<file path="src/hdl/ssp_pkg.sv">
package ssp_pkg;

   // ------------------------------------------------------------------
   // Clock and timing
   // ------------------------------------------------------------------
   localparam int CLK_PERIOD_NS = 10;
   localparam int LOCK_WIN_NS = 15;
   localparam int LOCK_WIN_CYC = (LOCK_WIN_NS + CLK_PERIOD_NS - 1) / CLK_PERIOD_NS;
   localparam int LOCK_GOOD_CNT = 4;
   localparam int SYNC_STAGES = 2;

   // ------------------------------------------------------------------
   // Programming word layout
   // ------------------------------------------------------------------
   localparam int R_W = 14;
   localparam int A_W = 5;
   localparam int B_W = 11;
   localparam int LDSEL_W = 2;
   localparam int WORD_W = 18;
   localparam int CTRL_POS = 0;
   localparam int FIELD_LSB = 1;
   localparam logic CTRL_FB = 1'b1;

   // ------------------------------------------------------------------
   // Prescaler moduli
   // ------------------------------------------------------------------
   localparam logic [5:0] PRE_LOW = 6'h20;
   localparam logic [5:0] PRE_HIGH = 6'h21;

   // ------------------------------------------------------------------
   // Reset values
   // ------------------------------------------------------------------
   localparam logic [R_W-1:0] R_RESET = 14'h0001;
   localparam logic [A_W-1:0] A_RESET = 5'h00;
   localparam logic [B_W-1:0] B_RESET = 11'h001;

   typedef enum logic [1:0] {
      SSP_LD_REF = 2'h0,
      SSP_LD_FB = 2'h1,
      SSP_LD_DIGITAL = 2'h2,
      SSP_LD_ANALOG = 2'h3
   } ssp_ldsel_t;

   typedef struct packed {
      ssp_ldsel_t ld_sel;
      logic [R_W-1:0] r_count;
   } ssp_ref_t;

   typedef struct packed {
      logic [B_W-1:0] b_count;
      logic [A_W-1:0] a_count;
   } ssp_fb_t;

   typedef struct packed {
      logic up;
      logic dn;
      logic oe;
   } ssp_cp_t;

   typedef struct packed {
      logic out;
      logic oe;
   } ssp_ld_t;

endpackage : ssp_pkg

</file>
<file path="src/hdl/ssp_synth_port.sv">
`timescale 1ns/100ps

module ssp_synth_port (
   input wire logic mclk,
   input wire logic rst_b,
   input wire logic clk_en,
   input wire logic serial_clk,
   input wire logic serial_data,
   input wire logic load_strobe,
   input wire logic chip_en,
   input wire logic osc_in,
   input wire logic rf_in,
   output ssp_pkg::ssp_cp_t charge_pump_out,
   output ssp_pkg::ssp_ld_t lock_detect_out
);
   import ssp_pkg::*;

   // ------------------------------------------------------------------
   // Pin synchronisers
   // ------------------------------------------------------------------
   localparam int NPIN = 5;
   logic [NPIN-1:0] pin_raw;
   logic [NPIN-1:0] pin_s;
   logic [NPIN-1:0] pin_d;

   assign pin_raw = {rf_in, osc_in, load_strobe, serial_data, serial_clk};

   genvar gi;
   generate
      for (gi = 0; gi < NPIN; gi++) begin : g_sync
         logic [SYNC_STAGES-1:0] meta_reg;
         always_ff @(posedge mclk or negedge rst_b) begin
            if (!rst_b) begin
               meta_reg <= '0;
            end else if (clk_en) begin
               meta_reg <= {meta_reg[SYNC_STAGES-2:0], pin_raw[gi]};
            end
         end
         assign pin_s[gi] = meta_reg[SYNC_STAGES-1];
      end
   endgenerate

   always_ff @(posedge mclk or negedge rst_b) begin
      if (!rst_b) begin
         pin_d <= '0;
      end else if (clk_en) begin
         pin_d <= pin_s;
      end
   end

   logic sclk_rise;
   logic sdata_s;
   logic load_rise;
   logic osc_rise;
   logic rf_rise;
   assign sclk_rise = pin_s[0] & ~pin_d[0];
   assign sdata_s = pin_s[1];
   assign load_rise = pin_s[2] & ~pin_d[2];
   assign osc_rise = pin_s[3] & ~pin_d[3];
   assign rf_rise = pin_s[4] & ~pin_d[4];

   // ------------------------------------------------------------------
   // Power-down reset
   // ------------------------------------------------------------------
   // Chip enable clears the core asynchronously; release is synchronised so
   // that the core never leaves power-down on a partial clock edge.
   logic pd_clr_b;
   logic [1:0] pd_sync_reg;
   logic core_rst_b;
   assign pd_clr_b = rst_b & chip_en;

   always_ff @(posedge mclk or negedge pd_clr_b) begin
      if (!pd_clr_b) begin
         pd_sync_reg <= 2'h0;
      end else if (clk_en) begin
         pd_sync_reg <= {pd_sync_reg[0], 1'b1};
      end
   end
   assign core_rst_b = pd_sync_reg[1] & pd_clr_b;

   // ------------------------------------------------------------------
   // Serial shift and load
   // ------------------------------------------------------------------
   // Programming state survives power-down, as only the system reset clears it.
   logic [WORD_W-1:0] shift_reg;
   ssp_ref_t ref_reg;
   ssp_fb_t fb_reg;
   logic ctrl_bit;
   assign ctrl_bit = shift_reg[CTRL_POS];

   always_ff @(posedge mclk or negedge rst_b) begin
      if (!rst_b) begin
         shift_reg <= '0;
      end else if (clk_en && sclk_rise) begin
         shift_reg <= {shift_reg[WORD_W-2:0], sdata_s};
      end
   end

   always_ff @(posedge mclk or negedge rst_b) begin
      if (!rst_b) begin
         ref_reg <= '{ld_sel: SSP_LD_REF, r_count: R_RESET};
         fb_reg <= '{b_count: B_RESET, a_count: A_RESET};
      end else if (clk_en && load_rise) begin
         if (ctrl_bit == CTRL_FB) begin
            fb_reg <= ssp_fb_t'(shift_reg[FIELD_LSB +: A_W + B_W]);
         end else begin
            ref_reg <= ssp_ref_t'(shift_reg[FIELD_LSB +: R_W + LDSEL_W]);
         end
      end
   end

   // ------------------------------------------------------------------
   // Reference divider
   // ------------------------------------------------------------------
   logic [R_W-1:0] r_cnt_reg;
   logic ref_pulse_reg;

   always_ff @(posedge mclk or negedge core_rst_b) begin
      if (!core_rst_b) begin
         r_cnt_reg <= '0;
         ref_pulse_reg <= 1'b0;
      end else if (clk_en) begin
         ref_pulse_reg <= 1'b0;
         if (osc_rise) begin
            if (r_cnt_reg + R_W'(1) >= ref_reg.r_count) begin
               r_cnt_reg <= '0;
               ref_pulse_reg <= 1'b1;
            end else begin
               r_cnt_reg <= r_cnt_reg + R_W'(1);
            end
         end
      end
   end

   // ------------------------------------------------------------------
   // Dual-modulus prescaler and feedback divider
   // ------------------------------------------------------------------
   // Division is 32*B + A; the swallow count must not exceed B.
   logic [5:0] pre_cnt_reg;
   logic [5:0] pre_mod;
   logic [A_W-1:0] a_rem_reg;
   logic [B_W-1:0] b_rem_reg;
   logic fb_pulse_reg;
   assign pre_mod = (a_rem_reg != '0) ? PRE_HIGH : PRE_LOW;

   always_ff @(posedge mclk or negedge core_rst_b) begin
      if (!core_rst_b) begin
         pre_cnt_reg <= '0;
         a_rem_reg <= A_RESET;
         b_rem_reg <= B_RESET;
         fb_pulse_reg <= 1'b0;
      end else if (clk_en) begin
         fb_pulse_reg <= 1'b0;
         if (rf_rise) begin
            if (pre_cnt_reg + 6'h01 >= pre_mod) begin
               pre_cnt_reg <= '0;
               if (b_rem_reg <= B_W'(1)) begin
                  b_rem_reg <= fb_reg.b_count;
                  a_rem_reg <= fb_reg.a_count;
                  fb_pulse_reg <= 1'b1;
               end else begin
                  b_rem_reg <= b_rem_reg - B_W'(1);
                  if (a_rem_reg != '0) begin
                     a_rem_reg <= a_rem_reg - A_W'(1);
                  end
               end
            end else begin
               pre_cnt_reg <= pre_cnt_reg + 6'h01;
            end
         end
      end
   end

   // ------------------------------------------------------------------
   // Phase detector, charge pump and lock detect
   // ------------------------------------------------------------------
   logic up_reg;
   logic dn_reg;
   logic [7:0] err_cnt_reg;
   logic [3:0] good_cnt_reg;
   logic locked;
   assign locked = (good_cnt_reg == 4'(LOCK_GOOD_CNT));

   always_ff @(posedge mclk or negedge core_rst_b) begin
      if (!core_rst_b) begin
         up_reg <= 1'b0;
         dn_reg <= 1'b0;
      end else if (clk_en) begin
         if ((up_reg | ref_pulse_reg) && (dn_reg | fb_pulse_reg)) begin
            up_reg <= 1'b0;
            dn_reg <= 1'b0;
         end else begin
            up_reg <= up_reg | ref_pulse_reg;
            dn_reg <= dn_reg | fb_pulse_reg;
         end
      end
   end

   always_ff @(posedge mclk or negedge core_rst_b) begin
      if (!core_rst_b) begin
         err_cnt_reg <= '0;
         good_cnt_reg <= '0;
      end else if (clk_en) begin
         if (up_reg ^ dn_reg) begin
            if (err_cnt_reg != 8'hff) begin
               err_cnt_reg <= err_cnt_reg + 8'h01;
            end
         end else if (err_cnt_reg != '0) begin
            err_cnt_reg <= '0;
            if (err_cnt_reg > 8'(LOCK_WIN_CYC)) begin
               good_cnt_reg <= '0;
            end else if (!locked) begin
               good_cnt_reg <= good_cnt_reg + 4'h1;
            end
         end
      end
   end

   always_ff @(posedge mclk or negedge core_rst_b) begin
      if (!core_rst_b) begin
         charge_pump_out <= '{up: 1'b0, dn: 1'b0, oe: 1'b0};
      end else if (clk_en) begin
         charge_pump_out <= '{up: up_reg, dn: dn_reg, oe: 1'b1};
      end
   end

   always_ff @(posedge mclk or negedge core_rst_b) begin
      if (!core_rst_b) begin
         lock_detect_out <= '{out: 1'b0, oe: 1'b1};
      end else if (clk_en) begin
         unique case (ref_reg.ld_sel)
            SSP_LD_REF: lock_detect_out <= '{out: ref_pulse_reg, oe: 1'b1};
            SSP_LD_FB: lock_detect_out <= '{out: fb_pulse_reg, oe: 1'b1};
            SSP_LD_DIGITAL: lock_detect_out <= '{out: locked, oe: 1'b1};
            SSP_LD_ANALOG: lock_detect_out <= '{out: 1'b0, oe: up_reg ^ dn_reg};
         endcase
      end
   end
endmodule : ssp_synth_port

</file>
<file path="config.mk">
export PLATFORM = sky130hd
export DESIGN_NAME = ssp_synth_port
export DESIGN_NICKNAME = d
export VERILOG_FILES = /design/src/hdl/ssp_pkg.sv /design/src/hdl/ssp_synth_port.sv
export SDC_FILE = /design/constraint.sdc
export NUM_CORES = 1
export LEC_CHECK = 0
export BUFFER_PORTS_ARGS = -buffer_cell sky130_fd_sc_hd__buf_2
export CORE_UTILIZATION = 54
export CTS_CLUSTER_SIZE = 30
export DETAILED_ROUTE_END_ITERATION = 6
export GPL_TIMING_DRIVEN = 0
export PLACE_DENSITY_LB_ADDON = 0.15
export SLEW_MARGIN = 40
export SYNTH_ARGS = -nofsm -noshare
export SYNTH_HDL_FRONTEND = slang
export SYNTH_SLANG_ARGS = --single-unit
</file>
<file path="constraint.sdc">
create_clock -name mclk -period 2.62 [get_ports mclk]
set_input_delay 0.393 -clock mclk [delete_from_list [all_inputs] [get_ports mclk]]
set_output_delay 0.393 -clock mclk [all_outputs]
set_load 0.01 [all_outputs]
</file>
After elaboration in Yosys (flattened, before gate mapping)
Index checks and enable logic that the tools add are counted.
- register bits after elaboration: 123
- bits of input ports: 9
- output and inout bits: 5
- logic and storage cells: 94
- bitwise logic cells: 15
- reductions and logical operators: 16
- add/sub/neg operators: 6
- eq/ne operators: 7
- muxes and demuxes: 19
- magnitude comparators: 4
- operator list (cell ; number):
    $mux 8 ; 3
    $add 14x1->14 const B ; 1
    $ge 14x14->1 ; 1
    $mux 14 ; 1
    $le 11x1->1 const B ; 1
    $mux 11 ; 1
    $sub 11x1->11 const B ; 1
    $mux 5 ; 2
    $add 8x1->8 const B ; 1
    $gt 8x2->1 const B ; 1
    $mux 1 ; 8
    $mux 4 ; 2
    $ne 8x8->1 const B ; 1
    $pmux 2 s4 ; 1
    $reduce_and 2->1 ; 4
    $reduce_and 4->1 ; 2
    $reduce_bool 8->1 ; 1
    $add 6x1->6 const B ; 1
    $and 1x1->1 ; 6
    $ge 6x6->1 ; 1
    $mux 6 ; 1
    $not 1->1 ; 6
    $reduce_and 3->1 ; 2
    $reduce_bool 5->1 ; 1
    other kinds (11) ; 17

Depth between registers and ports, before layout
Gate-level depths: netlist (run 1).
- depth in word-level cells: 5
- depth in mapped cells: 15
- gate-level depth less buffers: 13

Worst setup path after synthesis (run 1)
Ideal clock, no wire load.
- path type: register to register
- start point: register r_cnt_reg[3]
- end point: register r_cnt_reg[11]
- required time: 2.502 ns
- clock period less this slack: 2.870 ns
- setup time: 0.118 ns
- buffers on the path: 2
- arrival time: 2.752 ns
- path slack: -0.250 ns
- stages on the path, launching flop included: 15
- cell sequence: dfrtp_1 > buf_2 > nand4_1 > nor2_1 > nand4_1 > nor2_1 > xor2_1 > ha_1 > nand4_1 > nor4_1 > nor2_1 > o2111ai_1 > clkbuf_1 > o21ai_0 > a21o_1
- longest elaborated chain between the ends: 3
- ends and longest elaborated chain (item ; RTL line ; RTL):
    start: declaration ; ssp_synth_port.sv:115 ; logic [R_W-1:0] r_cnt_reg;
    start signal: assignment ; ssp_synth_port.sv:129 ; r_cnt_reg <= r_cnt_reg + R_W'(1);
    $add 14x1->14 (*) ; ssp_synth_port.sv:125, ssp_synth_port.sv:129 ;
    $ge 14x14->1 ; ssp_synth_port.sv:125 ; if (r_cnt_reg + R_W'(1) >= ref_reg.r_count) begin
    $mux 14 (*) ; ssp_synth_port.sv:125 ;
Mark *: on every way between the ends. The rest lies on a longest branch, timed or not.
A chain may end at the register's enable or synchronous reset.

Worst setup path in the final report (run 1)
- start point: register r_cnt_reg[8]
- end point: register r_cnt_reg[13]
Same word-level chain as after synthesis.

==> impl_results.md, run 1 <==
* 1st-iter DRT viols at 262
* Fin. Hold Viols at 0
* Avg WL per Cell at 16.38 um
* Number of synthesized flops with an enable pin at 0
* Slew headroom at 57.25%
* I/O Buffers at 12
* Crit path arrival time at 3.34 ns
* Yosys top cell by area: dfrtp_1
* Gate Count Post-Synth at 573
* Top post-synthesis cells by area: dfrtp_1, mux2_2, ha_1
* Most common cell in the netlist: dfrtp_1
* Gr busiest metal: met2
* Final setup vio count at 15
* First-pass GRT wire length at 21.53 mm
* Synth cell types at 56
* Post-synth top area share at 49.00%
* Mapped Area at 6026 um^2
* Maxcap violations at 0
* M2 GR Usage at 40.38%
* Most used flip-flop cell after synthesis: dfrtp_1
* F_max at 342.2 MHz
* Pin count of the biggest net entering global routing at 66
* CP Capture Type: register
* Die area at 11590 um^2
* Final Skew at 0.01004 ns
* Synth Net Count at 609
* Max FFs per register at 17
* IO Pins at 14
* GRT Total Usage at 23.95%
* Crit path kind: reg2reg
* Maximum VDD drop at 0.6277 mV
* Simple-Gate Fraction of Synth Area at 14.06%
* Post-DR vias/cell at 5.773
* Place WS at -0.6153 ns
* Synth cell count leaders: dfrtp_1, nand2_1, mux2_2
* Share of cells above drive strength 1 at 25.32%
* Total power at 6.321 mW
* Starting Density at 55.59%
* Via count at 4457
* Synthesized flop and latch total at 122
* Period utilization at 111.5%
* Total gr overflow at 0
* Synth Area in XOR/XNOR at 3.343%
* Slew of the pin with the lowest slew margin at 0.6406 ns
* H-tree depth at 4
* Largest family of logic cells by synthesized area: simple AND/OR/NAND/NOR gates
* GR Util met3 at 5.387%
* Mux cell area share after synthesis at 10.42%
* Sequence of cells on the critical path: nand2_1 > nor2_2 > nand3_1 > nor2_2 > xnor2_2 > inv_1 > ha_1 > nand4_1 > nor4_2 > nor2_1 > o2111ai_4 > buf_6 > buf_6 > o21ai_2 > a22o_1
* Complex-gate fraction of the synthesized area at 12.31%
* Post-route ant nets at 0
* Pwr Density at 887.2 nW/um^2
* Ant. Diodes at 0
* DRT Pass-1 Iters at 4
* Worst-skew pair later-pin latency at 0.52 ns
* Pleak at 3.236 nW
* Synth-to-layout area growth at 18.23%
* Gpl congestion at 0.8549
* CTS tree: built
* Final WS setup at -0.3023 ns
* Reg clk slew, reported paths at 0.06 ns
* Nets at 655
* Post-synthesis adder-cell area fraction at 5.606%
* Clk buf depth at 2
* DR DRC count at 0
* Hold Crit Class: in2reg
* Vert. Die Dim at 107.6 um
* CTS Buf Count at 17
* Vias in the first global route at 4625
* Ys Warns at 0
* CP max stage delay at 0.39 ns
* Post-synthesis async set-or-reset flop share at 100.0%
* DP HPWL at 8.498 mm
* Crit path time final at 2.922 ns
* Sequential fraction of the synthesis area at 50.75%
* Startpoint Class: register
* Run status: finished with violations
* M1 GR Usage at 30.42%
* Setup TNS at -2.999 ns
* Synth Area per Inst at 10.52 um^2
* Core area at 10840 um^2
* Max-slew violation count at 0
* Violated checks: setup timing
* CTS Sinks at 122
* CP max FO at 4
* Clock root buffer master: clkbuf_8
* Req. time, crit path at 3.03 ns
* Fin util at 65.72%
* Die width at 107.6 um
* Initial antenna violation count at 0
* Detailed Route WL at 12.65 mm
* Rows at 38
* RSZ-0062 raised after global routing: yes
* Worst path slowest cell: dfrtp_1
## metrics by stage
stage | hold WS (ns) | area, um^2 | instances
CTS | 0.08955 | 7042 | 772
global placement | 0.2900 | 6279 | 725
finish | 0.1001 | 7124 | 772
global route | 0.09685 | 7124 | 772
detailed placement | 0.3098 | 6306 | 726
floorplan | 0.09741 | 6043 | 573
## what timing repair did
| item | in CTS | in global routing |
|---|---|---|
| resized for setup | 27 | 21 |
| setup endpoints to repair | 15 | 24 |
| hold buffers | 2 | 0 |
| pin swaps | 13 | 16 |
| hold endpoints to repair | 34 | 0 |
| cloned | 1 | 0 |
| buffers inserted | 11 | 3 |
## cell families (layout without fill, tap and decap cells)
logic type / Yosys count / after routing
and+or+nand+nor: 174 / 174
DFF: 122 / 122
AOI/OAI and AO/OA: 117 / 117
muxes: 56 / 56
buffers and inverters: 54 / 113
adders and majority gates: 27 / 27
xor gates and xnor gates: 23 / 23
## power by group
group	internal (mW)	total, mW	switching, mW	leakage (nW)
combinational	0.749	1.59	0.836	1.39
clock	1.36	2.16	0.801	0.272
sequential	2.26	2.57	0.312	1.57
total	4.37	6.32	1.95	3.24
## area by class of cell
| type | count | area, um^2 |
|---|---|---|
| Tap cell | 140 | 175.2 |
| Inverter | 34 | 127.6 |
| Fill cell | 826 | 3716 |
| Timing Repair Buffer | 28 | 219.0 |
| Sequential cell | 122 | 3059 |
| Multi-Input combinational cell | 397 | 2905 |
| Buffer | 19 | 92.59 |
| Clock buffer | 22 | 442.9 |
| Clock inverter | 10 | 102.6 |
## path summary, 6_finish.rpt
path	end	from	slack (ns)	cells past startpoint
worst max register to register	r_cnt_reg[13]	r_cnt_reg[8]	-0.30	15
worst min register to register	charge_pump_out[1]	pd_sync_reg[1]	0.38	1
worst max-delay path	r_cnt_reg[13]	r_cnt_reg[8]	-0.30	15
min in group asynchronous	pd_sync_reg[0]	chip_en	0.32	3
worst min-delay path	g_sync[2].meta_reg[0]	load_strobe	0.10	2
max in group asynchronous	b_rem_reg[0]	rst_b	0.95	4
## worst max-delay path, delay by kind of cell, from the launching register on
family | cells | cell delay, ns
flip-flops | 1 | 0.39
XOR/XNOR | 1 | 0.18
AND/OR/NAND/NOR | 7 | 1.18
AO/OA/AOI/OAI | 3 | 0.40
buffers and inverters | 3 | 0.35
adder cells (fa/ha/maj) | 1 | 0.30
## routing by layer
metal	up-vias	part of all wire, %	wire length [um]
met2	92	50	6335
met5	-	0	0
met3	23	3.5	439
li1	2125	-	-
met4	0	2.0	255
met1	2217	44	5619
## placed cells by master, fill, tap and decap left out, types with 9 or more instances in the layout
cell type	n
clkbuf_1	14
nor2_1	38
xor2_1	11
inv_1	34
dfrtp_1	117
buf_2	17
nand2_1	60
buf_4	11
a21oi_1	32
xnor2_1	10
o21ai_0	31
nand3_1	22
ha_1	26
o21ai_2	9
mux2_2	54
clkbuf_16	16
Power figures use the tool's default switching activity.
==> inputs of run 2 (changes only) <==
==> constraint.sdc (replaced) <==
create_clock -name mclk -period 3.1 [get_ports mclk]
set_input_delay 0.465 -clock mclk [delete_from_list [all_inputs] [get_ports mclk]]
set_output_delay 0.465 -clock mclk [all_outputs]
set_load 0.01 [all_outputs]
==> impl_results.md, run 2 (synthesis gave the netlist of run 1 again) <==
* Run status: finished with violations (unchanged)
* Violated checks: setup timing (unchanged)
* IO Pins at 14 (unchanged)
* Core area at 10840 um^2 (unchanged)
* Pleak at 3.199 nW (was 3.236 nW)
* Die width at 107.6 um (unchanged)
* Gpl congestion at 0.8535 (was 0.8549)
* H-tree depth at 4 (unchanged)
* Clk buf depth at 2 (unchanged)
* Starting Density at 55.59% (unchanged)
* DR DRC count at 0 (unchanged)
* Fin util at 64.92% (was 65.72%)
* F_max at 320.6 MHz (was 342.2 MHz)
* Final setup vio count at 1 (was 15)
* I/O Buffers at 12 (unchanged)
* Dpl cell area at 6289 um^2 (was 6306 um^2)
* Multi-input gate area at 2811 um^2 (was 2905 um^2)
* Nets at 649 (was 655)
* Total gr overflow at 0 (unchanged)
* Pin count of the biggest net entering global routing at 66 (unchanged)
* CTS tree: built (unchanged)
* Fill cell count at 826 (unchanged)
* Reg clk slew, reported paths at 0.06 ns (about the same)
* Vias in the first global route at 4359 (was 4625)
* CP max FO at 7 (was 4)
* Max-slew violation count at 0 (unchanged)
* CP most frequent cell: buf_4
* Place WS at -0.5134 ns (was -0.6153 ns)
* CP Capture Type: register (unchanged)
* Register area at 3059 um^2 (unchanged)
* Setup TNS at -0.01920 ns (was -2.999 ns)
* Rows at 38 (unchanged)
* Slew headroom at 57.35% (was 57.25%)
* Maxcap violations at 0 (unchanged)
* Crit path arrival time at 3.59 ns (was 3.34 ns)
* Period utilization at 100.6% (was 111.5%)
* Total power at 5.398 mW (was 6.321 mW)
* CTS Sinks at 122 (unchanged)
* Final Skew at 0.006667 ns (was 0.01004 ns)
* DP HPWL at 8.329 mm (was 8.498 mm)
* Initial antenna violation count at 0 (unchanged)
* Share of cells above drive strength 1 at 22.20% (was 25.32%)
* Crit path kind: reg2reg (unchanged)
* Die area at 11590 um^2 (unchanged)
* Design area at 7038 um^2 (was 7124 um^2)
* Max FFs per register at 17 (unchanged)
* Sequence of cells on the critical path: buf_4 > nand4_1 > buf_4 > nor3_1 > xor2_1 > ha_1 > nand2_1 > nor2_1 > a211oi_1 > o2111ai_2 > or4_1 > a21bo_1 (was nand2_1 > nor2_2 > nand3_1 > nor2_2 > xnor2_2 > inv_1 > ha_1 > nand4_1 > nor4_2 > nor2_1 > o2111ai_4 > buf_6 > buf_6 > o21ai_2 > a22o_1)
* Vert. Die Dim at 107.6 um (unchanged)
* 1st-iter DRT viols at 266 (was 262)
* DRT Pass-1 Iters at 5 (was 4)
* Clock root buffer master: clkbuf_8 (unchanged)
* Via count at 4369 (was 4457)
* Slew of the pin with the lowest slew margin at 0.6391 ns (was 0.6406 ns)
* CTS Buf Count at 17 (unchanged)
* Synth-to-layout area growth at 16.80% (was 18.23%)
* Startpoint Class: register (unchanged)
* Ant. Diodes at 0 (unchanged)
* Commonest non-fill, non-tap cell in the layout: dfrtp_1 (unchanged)
* Final WS setup at -0.01920 ns (was -0.3023 ns)
* Crit path time final at 3.119 ns (was 2.922 ns)
* Hold Crit Class: in2reg (unchanged)
* Maximum VDD drop at 0.4709 mV (was 0.6277 mV)
* CP max stage delay at 0.48 ns (was 0.39 ns)
* Req. time, crit path at 3.57 ns (was 3.03 ns)
* Avg WL per Cell at 16.04 um (was 16.38 um)
* Detailed Route WL at 12.29 mm (was 12.65 mm)
* First-pass GRT wire length at 20.87 mm (was 21.53 mm)
* Fin. Hold Viols at 0 (unchanged)
* Post-DR vias/cell at 5.704 (was 5.773)
* Worst path slowest cell: or4_1 (was dfrtp_1)
* Worst-skew pair later-pin latency at 0.53 ns (was 0.52 ns)
* GRT Total Usage at 23.46% (was 23.95%)
* Post-route ant nets at 0 (unchanged)
* Pwr Density at 767.0 nW/um^2 (was 887.2 nW/um^2)
* Commonest cells after routing, fill and taps aside: dfrtp_1, nand2_1, mux2_2 (unchanged)
[run 2: cell types whose count changed in the layout (fill, tap and decap cells not counted), sizes merged]
cell and delta:
buf -5, clkbuf -4, clkinvlp +3, bufinv +2, clkinv -2
[run 2: cell type report]
class                   count  share of cell area, %
plain buffers              19                  1.227
clock buffers              19                  6.133
clock inverters            13                  2.489
inverters                  34                  1.813
multi-input cells         397                  39.95
flip-flops and latches    122                  43.47
well taps                 140                  2.489
repair buffers             22                  2.436
[run 2: power by group]
part           total, mW  leakage [nW]  internal (mW)  switching [mW]
Combinational       1.20          1.33          0.584           0.617
Clock               2.01         0.289           1.32           0.698
Sequential          2.18          1.57           1.91           0.274
[run 2: repair_timing]
action / in CTS / in global routing
pin swaps: 3 / 6
endpoints found under the hold margin: 2 / 61
gates resized for setup: 6 / 9
endpoints found under the setup margin: 15 / 15
hold buffers: 1 / 1
buffers inserted: 4 / 3
[run 2: path summary, 6_finish.rpt]
check	startpoint	end	slack [ns]	depth (start not counted)
max in group asynchronous	rst_b	b_rem_reg[0]	1.42	4
max reg2reg	r_cnt_reg[3]	r_cnt_reg[2]	-0.02	12
max	r_cnt_reg[3]	r_cnt_reg[2]	-0.02	12
min	rf_in	g_sync[4].meta_reg[0]	0.16	2
min in group asynchronous	pd_sync_reg[1]	charge_pump_out[0]	0.36	1
min reg2reg	pd_sync_reg[1]	charge_pump_out[0]	0.36	1
[run 2: routing by layer]
layer  GRT usage (%)  up-vias  part of all wire [%]
met5               0        -                     0
li1                -     2115                     -
met3           6.235       18                   3.4
met4           8.219        0                   1.3
met2           38.37       91                    49
met1           30.03     2145                    46
[run 2: metrics by stage]
| step | cells | hold WS, ns |
|---|---|---|
| final | 766 | 0.1645 |
| after global routing | 766 | 0.1545 |
| after CTS | 762 | 0.03068 |
| after detailed placement | 726 | 0.3677 |
| after global placement | 725 | 0.3620 |
| after floorplan | 573 | 0.1694 |
[run 2: worst max-delay path, delay by kind of cell, from the launching register on]
kind	cells	cell delay, ns
compound gates	3	0.76
xor+xnor	1	0.26
fa+ha+maj	1	0.31
buf+inv	2	0.33
flops	1	0.32
simple gates	5	1.06
